==> config.mk <==
export PLATFORM = sky130hd
export DESIGN_NAME = hrl_loader
export DESIGN_NICKNAME = d
export VERILOG_FILES = /design/src/hrl_pkg.sv /design/src/hrl_byte_pair.sv /design/src/hrl_loader.sv
export VERILOG_INCLUDE_DIRS = /design/src
export SDC_FILE = /design/constraint.sdc
export NUM_CORES = 2
export LEC_CHECK = 0
export ABC_AREA = 1
export BUFFER_PORTS_ARGS = -buffer_cell sky130_fd_sc_hd__buf_2
export CAP_MARGIN = 20
export CORE_MARGIN = 2
export CORE_UTILIZATION = 55
export DETAILED_ROUTE_END_ITERATION = 6
export PLACE_DENSITY = 0.71
export REMOVE_ABC_BUFFERS = 1
export SKIP_CTS_REPAIR_TIMING = 1
export SYNTH_ARGS = -nofsm -noshare
export SYNTH_HDL_FRONTEND = slang
export SYNTH_SLANG_ARGS = --single-unit
export TNS_END_PERCENT = 5
==> constraint.sdc <==
create_clock -name clk_sys_in -period 7.7 [get_ports clk_sys_in]
set_input_delay 0.77 -clock clk_sys_in [delete_from_list [all_inputs] [get_ports clk_sys_in]]
set_output_delay 0.77 -clock clk_sys_in [all_outputs]
set_load 0.02 [all_outputs]
==> src/hrl_regs.svh <==
// constants for the hex record loader
`ifndef HRL_REGS_SVH
`define HRL_REGS_SVH
`define HRL_CH_START 8'h53
`define HRL_CH_CR 8'h0d
`define HRL_CH_0 8'h30
`define HRL_CH_9 8'h39
`define HRL_CH_UA 8'h41
`define HRL_CH_UF 8'h46
`define HRL_CH_LA 8'h61
`define HRL_CH_LF 8'h66
`define HRL_HEX_HI 4'h3
`define HRL_HEX_LETTER 4'h9
`define HRL_TY_HDR 4'h0
`define HRL_TY_D16 4'h1
`define HRL_TY_D24 4'h2
`define HRL_TY_D32 4'h3
`define HRL_TY_CNT 4'h5
`define HRL_TY_E32 4'h7
`define HRL_TY_E24 4'h8
`define HRL_TY_E16 4'h9
`define HRL_AB_2 3'h2
`define HRL_AB_3 3'h3
`define HRL_AB_4 3'h4
`define HRL_CKSUM_OK 8'hff
`define HRL_ONE8 8'h01
`define HRL_ONE32 32'h00000001
`endif

==> src/hrl_pkg.sv <==
// types for the hex record loader
package hrl_pkg;
	typedef enum logic [2:0] {
		HRL_IDLE = 3'h0,
		HRL_TYPE = 3'h1,
		HRL_LEN = 3'h3,
		HRL_ADDR = 3'h2,
		HRL_DATA = 3'h6,
		HRL_WAIT = 3'h7,
		HRL_SKIP = 3'h5
	} hrl_state_t;
endpackage

==> src/hrl_byte_pair.sv <==
// assembles two hex characters into a byte
`timescale 1ns/100ps
`include "hrl_regs.svh"
module hrl_byte_pair (
	// clock and reset
	input wire logic clk_sys_in,
	input wire logic rstn_in,
	// character side
	input wire logic clear_in,
	input wire logic nib_valid_in,
	input wire logic [3:0] nib_in,
	// byte side
	output logic byte_valid_out,
	output logic [7:0] byte_out
);
	logic have_hi;
	logic [3:0] hi;
	logic next_have_hi;
	logic [3:0] next_hi;
	logic next_byte_valid;
	logic [7:0] next_byte;
	always_comb begin
		next_have_hi = have_hi;
		next_hi = hi;
		next_byte_valid = 1'b0;
		next_byte = byte_out;
		if (clear_in) begin
			next_have_hi = 1'b0;
		end else if (nib_valid_in) begin
			if (!have_hi) begin
				next_hi = nib_in;
				next_have_hi = 1'b1;
			end else begin
				next_byte = {hi, nib_in};
				next_byte_valid = 1'b1;
				next_have_hi = 1'b0;
			end
		end
	end
	always_ff @(posedge clk_sys_in) begin
		if (!rstn_in) begin
			have_hi <= 1'b0;
			hi <= 4'h0;
			byte_valid_out <= 1'b0;
			byte_out <= 8'h00;
		end else begin
			have_hi <= next_have_hi;
			hi <= next_hi;
			byte_valid_out <= next_byte_valid;
			byte_out <= next_byte;
		end
	end
	AST_PAIR_HI: assert property (@(posedge clk_sys_in)
		disable iff (!rstn_in) nib_valid_in && !clear_in && have_hi |=>
		byte_valid_out && byte_out[7:4] == $past(hi)
		&& byte_out[3:0] == $past(nib_in))
		else $error("byte not built from nibble pair");
endmodule

==> src/hrl_loader.sv <==
// hex record stream parser and memory write generator
`timescale 1ns/100ps
`include "hrl_regs.svh"
// Overview of operation
// - each byte arrives as two hex characters, upper nibble first.
// - fields come as type, length, address, data, checksum in order.
// - the length counts the byte pairs after it, checksum included.
// - the address is 2, 3 or 4 bytes wide as the type selects.
// - any data byte count from zero to 255 less the address and checksum bytes is accepted.
// - the checksum is the inverted low byte of the field sum.
// - characters before the start letter are discarded.
// - header records are reported and never written to memory.
// - types 1, 2, 3 load data bytes at consecutive addresses.
// - the count record carries the record count in its address.
// - types 7, 8, 9 end a block and carry an entry address.
// - more than one header record in a stream is accepted.
// - characters are 8-bit ASCII codes.
module hrl_loader
	import hrl_pkg::*;
(
	// clock and reset
	input wire logic clk_sys_in,
	input wire logic rstn_in,
	// character stream
	input wire logic char_valid_in,
	input wire logic [7:0] char_in,
	// memory writes
	output logic wr_en_out,
	output logic [31:0] wr_addr_out,
	output logic [7:0] wr_data_out,
	// record reports
	output logic header_out,
	output logic count_out,
	output logic [31:0] count_value_out,
	output logic end_out,
	output logic [31:0] entry_addr_out,
	output logic rec_ok_out,
	output logic error_out
);
	// writes are held until the checksum passes, so a record is buffered
	localparam int MAX_BYTES = 255;
	hrl_state_t state, next_state;
	logic [3:0] rtype, next_rtype;
	logic [7:0] remain, next_remain;
	logic [2:0] abytes, next_abytes;
	logic [2:0] acnt, next_acnt;
	logic [31:0] addr, next_addr;
	logic [7:0] sum, next_sum;
	logic [7:0] ndata, next_ndata;
	logic [7:0] widx, next_widx;
	logic bad, next_bad;
	logic nv, is_hex, clr, bv;
	logic [3:0] nib;
	logic [7:0] bval, rd_data, next_wr_data;
	logic [7:0] buf_mem [0:MAX_BYTES-1];
	logic next_wr_en, next_header, next_count, next_end, next_ok, next_err;
	logic [31:0] next_wr_addr, next_count_val, next_entry;
	logic wr_pend, next_wr_pend;

	function automatic logic [4:0] hex_val(input logic [7:0] c);
		if (c >= `HRL_CH_0 && c <= `HRL_CH_9)
			hex_val = {1'b1, c[3:0]};
		else if ((c >= `HRL_CH_UA && c <= `HRL_CH_UF) ||
			(c >= `HRL_CH_LA && c <= `HRL_CH_LF))
			hex_val = {1'b1, c[3:0] + `HRL_HEX_LETTER};
		else
			hex_val = 5'h00;
	endfunction
	function automatic logic [2:0] addr_width(input logic [3:0] t);
		case (t)
			`HRL_TY_D24, `HRL_TY_E24: addr_width = `HRL_AB_3;
			`HRL_TY_D32, `HRL_TY_E32: addr_width = `HRL_AB_4;
			default: addr_width = `HRL_AB_2;
		endcase
	endfunction
	function automatic logic is_data(input logic [3:0] t);
		is_data = (t == `HRL_TY_D16) || (t == `HRL_TY_D24) ||
			(t == `HRL_TY_D32);
	endfunction
	assign {is_hex, nib} = hex_val(char_in);
	assign nv = char_valid_in && is_hex &&
		(state == HRL_LEN || state == HRL_ADDR || state == HRL_DATA);
	assign clr = (state == HRL_IDLE) || (state == HRL_TYPE);

	hrl_byte_pair u_pair (
		.clk_sys_in(clk_sys_in),
		.rstn_in(rstn_in),
		.clear_in(clr),
		.nib_valid_in(nv),
		.nib_in(nib),
		.byte_valid_out(bv),
		.byte_out(bval)
	);

	// buffer: writes on data bytes, read register feeds the write port
	always_ff @(posedge clk_sys_in) begin
		if (bv && state == HRL_DATA && remain > `HRL_ONE8)
			buf_mem[ndata] <= bval;
		rd_data <= buf_mem[next_widx];
	end

	always_comb begin
		next_state = state;
		next_rtype = rtype;
		next_remain = remain;
		next_abytes = abytes;
		next_acnt = acnt;
		next_addr = addr;
		next_sum = sum;
		next_ndata = ndata;
		next_widx = widx;
		next_bad = bad;
		next_wr_pend = 1'b0;
		next_wr_en = 1'b0;
		next_wr_addr = wr_addr_out;
		next_wr_data = wr_data_out;
		next_header = 1'b0;
		next_count = 1'b0;
		next_count_val = count_value_out;
		next_end = 1'b0;
		next_entry = entry_addr_out;
		next_ok = 1'b0;
		next_err = 1'b0;
		if (char_valid_in && char_in == `HRL_CH_START &&
			state != HRL_WAIT) begin
			next_state = HRL_TYPE;
			next_bad = 1'b0;
		end else begin
			case (state)
			HRL_IDLE: next_state = HRL_IDLE; // drop until start
			HRL_TYPE: if (char_valid_in) begin
				next_rtype = char_in[3:0];
				next_abytes = addr_width(char_in[3:0]);
				next_acnt = 3'h0;
				next_addr = 32'h0;
				next_sum = 8'h00;
				next_ndata = 8'h00;
				next_bad = !is_hex || char_in[7:4] != `HRL_HEX_HI;
				next_state = HRL_LEN;
			end
			HRL_LEN: begin
				if (char_valid_in && !is_hex) next_bad = 1'b1;
				if (bv) begin
					next_remain = bval;
					next_sum = bval;
					// length must cover address and checksum
					if (bval < {5'h00, abytes} + `HRL_ONE8) next_bad = 1'b1;
					next_state = HRL_ADDR;
				end
			end
			HRL_ADDR: begin
				if (char_valid_in && !is_hex && char_in != `HRL_CH_CR)
					next_bad = 1'b1;
				if (bv) begin
					next_addr = {addr[23:0], bval};
					next_sum = sum + bval;
					next_remain = remain - `HRL_ONE8;
					next_acnt = acnt + 3'h1;
					if (acnt + 3'h1 == abytes) next_state = HRL_DATA;
				end
			end
			HRL_DATA: begin
				if (char_valid_in && !is_hex && char_in != `HRL_CH_CR)
					next_bad = 1'b1;
				if (bv) begin
					next_sum = sum + bval;
					next_remain = remain - `HRL_ONE8;
					if (remain > `HRL_ONE8)
						next_ndata = ndata + `HRL_ONE8;
				end
				if (char_valid_in && char_in == `HRL_CH_CR) begin
					next_widx = 8'h00;
					next_state = HRL_IDLE;
					// checksum byte may complete in this very cycle
					if (bad || next_remain != 8'h00 ||
						next_sum != `HRL_CKSUM_OK) begin
						next_err = 1'b1;
					end else begin
						next_ok = 1'b1;
						case (rtype)
						`HRL_TY_HDR: next_header = 1'b1;
						`HRL_TY_CNT: begin
							next_count = 1'b1;
							next_count_val = addr;
						end
						`HRL_TY_E32, `HRL_TY_E24, `HRL_TY_E16: begin
							next_end = 1'b1;
							next_entry = addr;
						end
						default: begin
							if (is_data(rtype) && ndata != 8'h00) begin
								next_state = HRL_WAIT;
								next_wr_pend = 1'b1;
							end
						end
						endcase
					end
				end
			end
			HRL_WAIT: begin
				// incoming characters are ignored while the record drains
				if (wr_pend) begin
					next_wr_en = 1'b1;
					next_wr_addr = addr;
					next_wr_data = rd_data;
					next_addr = addr + `HRL_ONE32;
					next_widx = widx + `HRL_ONE8;
				end
				if (widx + `HRL_ONE8 < ndata)
					next_wr_pend = 1'b1;
				else if (!wr_pend)
					next_state = HRL_IDLE;
			end
			default: next_state = HRL_IDLE;
			endcase
		end
	end

	always_ff @(posedge clk_sys_in) begin
		if (!rstn_in) begin
			state <= HRL_IDLE;
			rtype <= 4'h0;
			remain <= 8'h00;
			abytes <= 3'h0;
			acnt <= 3'h0;
			addr <= 32'h0;
			sum <= 8'h00;
			ndata <= 8'h00;
			widx <= 8'h00;
			bad <= 1'b0;
			wr_pend <= 1'b0;
			wr_en_out <= 1'b0;
			wr_addr_out <= 32'h0;
			wr_data_out <= 8'h00;
			header_out <= 1'b0;
			count_out <= 1'b0;
			count_value_out <= 32'h0;
			end_out <= 1'b0;
			entry_addr_out <= 32'h0;
			rec_ok_out <= 1'b0;
			error_out <= 1'b0;
		end else begin
			state <= next_state;
			rtype <= next_rtype;
			remain <= next_remain;
			abytes <= next_abytes;
			acnt <= next_acnt;
			addr <= next_addr;
			sum <= next_sum;
			ndata <= next_ndata;
			widx <= next_widx;
			bad <= next_bad;
			wr_pend <= next_wr_pend;
			wr_en_out <= next_wr_en;
			wr_addr_out <= next_wr_addr;
			wr_data_out <= next_wr_data;
			header_out <= next_header;
			count_out <= next_count;
			count_value_out <= next_count_val;
			end_out <= next_end;
			entry_addr_out <= next_entry;
			rec_ok_out <= next_ok;
			error_out <= next_err;
		end
	end

	AST_NO_WRITE_ON_ERR: assert property (@(posedge clk_sys_in)
		disable iff (!rstn_in) error_out |-> !wr_en_out)
		else $error("write during error report");
	AST_ADDR_STEP: assert property (@(posedge clk_sys_in)
		disable iff (!rstn_in) wr_en_out && $past(wr_en_out) |->
		wr_addr_out == $past(wr_addr_out) + `HRL_ONE32)
		else $error("write address did not step");
	AST_HDR_NO_WRITE: assert property (@(posedge clk_sys_in)
		disable iff (!rstn_in) header_out |-> rec_ok_out && !wr_en_out)
		else $error("header record misreported");
	AST_END_OK: assert property (@(posedge clk_sys_in)
		disable iff (!rstn_in) end_out |-> rec_ok_out && !error_out)
		else $error("end record without valid checksum");
	AST_COUNT_OK: assert property (@(posedge clk_sys_in)
		disable iff (!rstn_in) count_out |-> rec_ok_out
		&& count_value_out == $past(addr))
		else $error("count value mismatch");
	AST_CKSUM: assert property (@(posedge clk_sys_in)
		disable iff (!rstn_in) rec_ok_out |-> sum == `HRL_CKSUM_OK)
		else $error("record accepted with bad checksum");
	AST_START: assert property (@(posedge clk_sys_in)
		disable iff (!rstn_in) state == HRL_IDLE && char_valid_in
		&& char_in != `HRL_CH_START |=> state == HRL_IDLE)
		else $error("left idle without start letter");
	AST_WIDTH: assert property (@(posedge clk_sys_in)
		disable iff (!rstn_in) state == HRL_TYPE && char_valid_in &&
		char_in == {`HRL_HEX_HI, `HRL_TY_D32} |=> abytes == `HRL_AB_4)
		else $error("address width wrong for long type");
endmodule

* After elaboration in Yosys (flattened, before gate mapping)
Memory sizes are Yosys's and may differ from the RTL's. A register that Yosys moved wholly into a read port is not among the register bits.
Cells that the tools add are included.
** Operators by class
- Add/subtract/negate cells :: 8
- $lt $le $gt $ge :: 9
- Eq/ne operators :: 41
- Multiplexer cells :: 61
- Bitwise gates (word level) :: 9
- Reduce and logical (&&, ||, !) cells :: 58
** Operators by type and width (count)
- two-way mux 8 bit :: 13
- two-way mux 32 bit :: 3
- one-hot mux 32 bit (3 select lines) :: 1
- two-way mux 3 bit :: 12
- adder 32 x 1 -> 32 bit (second input constant) :: 1
- one-hot mux 8 bit (2 select lines) :: 2
- one-hot mux 8 bit (4 select lines) :: 1
- one-hot mux 8 bit (3 select lines) :: 1
- two-way mux 1 bit :: 21
- AND reduction 5 bit :: 4
- AND reduction 3 bit :: 6
- adder 8 x 1 -> 8 bit (second input constant) :: 2
- == test 4 x 2 -> 1 bit (second input constant) :: 4
- >= comparator 8 x 7 -> 1 bit (second input constant) :: 2
- less-or-equal comparator 8 x 7 -> 1 bit (second input constant) :: 2
- nonzero test 8 bit :: 2
- one-hot mux 3 bit (5 select lines) :: 1
- != test 2 x 1 -> 1 bit (second input constant) :: 7
- AND reduction 7 bit :: 2
- logical AND 1 bit :: 13
- == test 4 x 3 -> 1 bit (second input constant) :: 3
- == test 4 bit (second input constant) :: 3
- != test 3 x 1 -> 1 bit (second input constant) :: 4
- one-hot mux 3 bit (2 select lines) :: 2
- other kinds (39) :: 74
** Word-level totals
- Register bits after elaboration :: 203
- RAM bits :: 2040
- Input port bits :: 11
- Output and inout port bits :: 110
- Logic and storage cells :: 213
- Memories :: 1
** Memory list
- buf_mem :: words 255, bits a word 8, read ports 1, clocked after Yosys merged registers in 1, wr ports 1, line hrl_loader.sv:55 : logic [7:0] buf_mem [0:MAX_BYTES-1];

* Logic depth before layout (Yosys ltp)
- Depth in word-level cells :: 11
- Depth in mapped cells :: 21
- Mapped depth without buffers :: 18

* By module
A second synthesis with hierarchy kept.
** Second synthesis, totals
- Cell total of the unflattened synthesis :: 9573
- Area, all modules :: 100096.0 um^2
** By module, submodules not included
- hrl_loader :: instances 1, cells an instance 9488, area each 99520.4 um^2, sequential area each 65202.5 um^2
- hrl_byte_pair :: instances 1, cells an instance 85, area each 575.6 um^2, sequential area each 280.3 um^2

* Least setup slack after synthesis
No wires, ideal clock.
- Path type :: flip-flop to flip-flop
- Start point :: register u_pair.byte_out[2]
- End point :: register entry_addr_out[10]
- Library setup time :: 113 ps
- Arrival time :: 6011 ps
- Data required time :: 7587 ps
- Path slack :: 1576 ps
- Stages on the path, launching flop included :: 17
- Path buffers :: 1
- Period minus slack after synthesis :: 6124 ps
- Cell sequence :: dfxtp_1 > ha_1 > nand3_1 > nand3_1 > nand3_1 > nand2_1 > nand2_1 > nand2_1 > a21oi_1 > inv_1 > nand2_1 > nand3_1 > xor2_1 > nand4_4 > clkbuf_1 > nor2_1 > nor2_1
** Between the ends
- Longest elaborated chain between the ends :: 8
** Ends and longest elaborated chain
- from (decl) :: line hrl_byte_pair.sv:14 : output logic [7:0] byte_out
- from (signal assigned) :: line hrl_byte_pair.sv:50 : byte_out <= next_byte;
- adder 8 bit :: line hrl_loader.sv:166 : next_sum = sum + bval;
- two-way mux 8 bit :: line hrl_loader.sv:165 : if (bv) begin
- two-way mux 8 bit :: line hrl_loader.sv:129 : case (state)
- two-way mux 8 bit :: line hrl_loader.sv:124 : if (char_valid_in && char_in == `HRL_CH_START &&
- != test 8 bit (no source line)
- logical OR 1 bit (no source line)
- inverter 1 bit (no source line)
- AND reduction 5 bit (no source line)
- to (signal assigned) :: line hrl_loader.sv:261 : entry_addr_out <= next_entry;
- to (decl) :: line hrl_loader.sv:36 : output logic [31:0] entry_addr_out,
No other way between the ends. The select of a mux whose other input is x is not followed.
A chain may end at the register's enable or synchronous reset.

* Final worst setup path
- Start point :: register state[2]
- End point :: register rd_data[3] (read register of buf_mem)
** Between the ends
- Longest elaborated chain between the ends :: 3
- Elaborated cells between the ends (all ways) :: 6
- Those cells by class :: 3 x eq/ne; 2 x mux; 1 x reduce/logical
** Ends and longest elaborated chain
- from (decl) :: line hrl_loader.sv:42 : hrl_state_t state, next_state;
- from (signal assigned) :: line hrl_loader.sv:243 : state <= next_state;
- == test 3 bit / != test 3 bit (equally long branches) :: line hrl_loader.sv:129, hrl_loader.sv:125
- one-hot mux 8 bit (2 select lines) / logical AND 1 bit (equally long branches) :: line hrl_loader.sv:129, hrl_loader.sv:124
- two-way mux 8 bit (*) :: line hrl_loader.sv:124
- to (decl) :: line hrl_loader.sv:54 : logic [7:0] bval, rd_data, next_wr_data;
Every way passes the cells marked *; elsewhere a longest branch is shown, timed or not.

==> run metrics <==
Nets=9370; Post-synth EDFFs=2040; hpwl dp=153000 um; starting density of the core=55.3%; core area=0.181 mm^2; Clock Skews=0.0288 ns; FF-to-FF Start=state[2]; Synth top area share=61.3%; CTS tree=yes; Pleak=43.6 nW; final count of negative-setup-slack endpoints=0; Horiz. Die Dim=430 um; Worst Reg-to-Reg Cells=15; Max-Cap Viols=0; routed via count=71.2k; die area=0.185 mm^2; Area contributors post-synth=edfxtp_1, nand3_1, nand2_1; CP startpoint kind=register; total chip power=24.6 mW; final hold vios=0; achievable frequency=186 MHz; Synth Flop Type=edfxtp_1; worst hold path type=input pin to register; reg2reg end=rd_data[3]; Syn Area/Cell=10.5 um^2; gr usage total=29.5%; Min-Delay Endpoint=rtype[1]; Placer Congestion=0.917; Clock Latency Late Sink=0.87 ns; RSZ-0062 raised after global routing=no; fin. max-slew vios=0; share of layout cells above drive strength 1=6.13%; gr ovfl total=0; DR iter-0 viols=9933; worst relative slew slack=17.8%; Vias/cell=5.99; outcome=finished clean; Sink Count=2251; DR pass1 iterations=6; DRC=0; Final WS setup=2.32 ns; reg2reg setup slack=2.32 ns; dpl ws=2.24 ns; peak supply drop=0.000317 V; largest net degree at the start of global routing=202; Layout Area Growth over Synthesis=9.14%; row count=156; initial antenna violation count=9; commonest non-fill, non-tap cell in the layout=nand3_1; vias in the first global route=67.6k; Hold Crit Start=char_in[1]; CP Class=register to register; Fillers=14.4k; CP arrival=6.12 ns; CP required=8.44 ns; Worst path max stage delay=0.93 ns; first-pass GRT wire length=418000 um; Worst path most repeated cell=nand3_1; Synth area leader=edfxtp_1; TritonCTS Buffers=224; buffers added on ports=120; post-synthesis sequential area ratio=65.5%; fin crit share=69.9%; min cycle time layout=5.38 ns; ys async rst share=0%; Min-Delay Path Depth=3; wire length per cell=23.4 um; PwrDens=226 mW/mm^2; Yosys cell types=56; crit-path cells=nand3_2 > nor2_2 > nor2_1 > nand3_4 > buf_12 > buf_4 > nand3_1 > nand3_1 > nand3_1 > nand3_1 > nand3_1 > nand3_1 > nand3_1 > nand3_1 > nand2_1; Least-Margin Pin Slew=1.23 ns; final WL=278000 um; num ports=121; clock-pin transition on the worst setup and hold timing paths=0.06 ns; Yosys reg bits=2251; Final ANT Viol Nets=0; H-tree levels=4; die height=430 um; most frequent cells in the layout=nand3_1, edfxtp_1, nand2_1; Root Buffer=clkbuf_16; crit end category=register; gate count of the mapped netlist=9536; area of the mapped netlist=0.100 mm^2; Clock Path Buffers=3; Final Util=60.4%; Max stage delay cell, worst path=buf_4; critical path peak fanout=200; Yosys warning count=0
## worst max-delay path, delay by kind of cell (launching register included)
kind / cells / cell delay (ns)
flip-flops: 1 / 0.46
buffers and inverters: 2 / 1.50
AND/OR/NAND/NOR: 13 / 2.88
## logic make-up (layout without fill, tap and decap cells)
family                     after synthesis  in the layout  share of synthesized area, %
and+or+nand+nor                       5039           5039                          24.3
DFF                                   2251           2251                          65.5
buffers and inverters                 1820           1796                          7.32
AOI/OAI and AO/OA                      373            373                          2.29
adders and majority gates               33             33                         0.420
xor gates and xnor gates                20             20                         0.175
other                                    0              5                             0
## synth_stat cells, types with 3 or more instances
master       n
inv_2        7
xnor2_1      6
buf_2      240
o21ai_0    112
a31oi_1      7
or2_2        6
o22ai_1      4
nor3_1      37
dfxtp_1    211
a21oi_1    105
a211oi_1    10
a21oi_2      3
a22oi_1      5
o211ai_1    92
nor4_1      10
nand2_1   1684
o221ai_1     3
a32oi_1      3
buf_1       88
inv_1     1161
buf_6        3
edfxtp_1  2040
o21a_1       3
clkbuf_1   274
xor2_1      14
nand3_1   2119
a221oi_1    12
ha_1        32
nand3b_1   669
nor2_1     485
nor2_4       3
nand4_1     14
buf_4       44
## stage by stage
stage          cells  hold slack, ns  cell area, um^2  TNS [ns]
4_1_cts        11900           0.263           109000         0
3_3_place_gp   11500           0.436           102000         0
5_1_grt        11900           0.342           109000         0
2_1_floorplan   8886           0.431            97100   -351.40
3_5_place_dp   11500           0.448           102000         0
6_report       11900           0.318           109000         0
## routing by layer
| metal | share of wire (%) | GRT usage (%) | vias to the layer above | wire, um |
|---|---|---|---|---|
| met5 | 0.0047 | 0 | - | 13 |
| met4 | 5.0 | 14.2 | 2 | 13900 |
| met3 | 10 | 5.52 | 669 | 27700 |
| met2 | 46 | 46.0 | 3839 | 128000 |
| met1 | 39 | 40.2 | 34400 | 108000 |
| li1 | - | - | 32300 | - |
## power breakdown
| group | total (mW) | internal [mW] | switching (mW) |
|---|---|---|---|
| sequential | 13.3 | 13.2 | 0.116 |
| clock | 10.9 | 6.21 | 4.68 |
| combinational | 0.434 | 0.132 | 0.302 |
## how the worst max path moves through the flow
stage,from,to,slack [ns],cells after the start
floorplan,char_in[1],rd_data[1],-38.25,16
global placement,char_in[1],rd_data[6],2.28,17
detailed placement,char_in[1],rd_data[1],2.24,17
CTS,state[2],rd_data[1],2.52,16
global route,state[2],rd_data[3],2.17,15
finish,state[2],rd_data[3],2.32,15
## area by class of cell
type                    instances  area, um^2  area share (%)
well taps                    2370        2970            2.72
clock inverters               122        1240            1.14
clock buffers                 290        5990            5.49
flip-flops and latches       2251       65500            60.0
diodes                          5        12.5          0.0115
inverters                    1170        4410            4.04
repair buffers                214        1670            1.53
multi-input cells            5465       27300            25.0
## flip-flops by register name, summed over array words and instances (netlist names), 8 cells and up
register         cells
ndata                8
remain               8
sum                  8
wr_addr_out         32
entry_addr_out      32
widx                 8
wr_data_out          8
rd_data              8
u_pair.byte_out      8
buf_mem           2040
addr                32
count_value_out     32
Note: power is estimated with default switching activity, not from simulation.
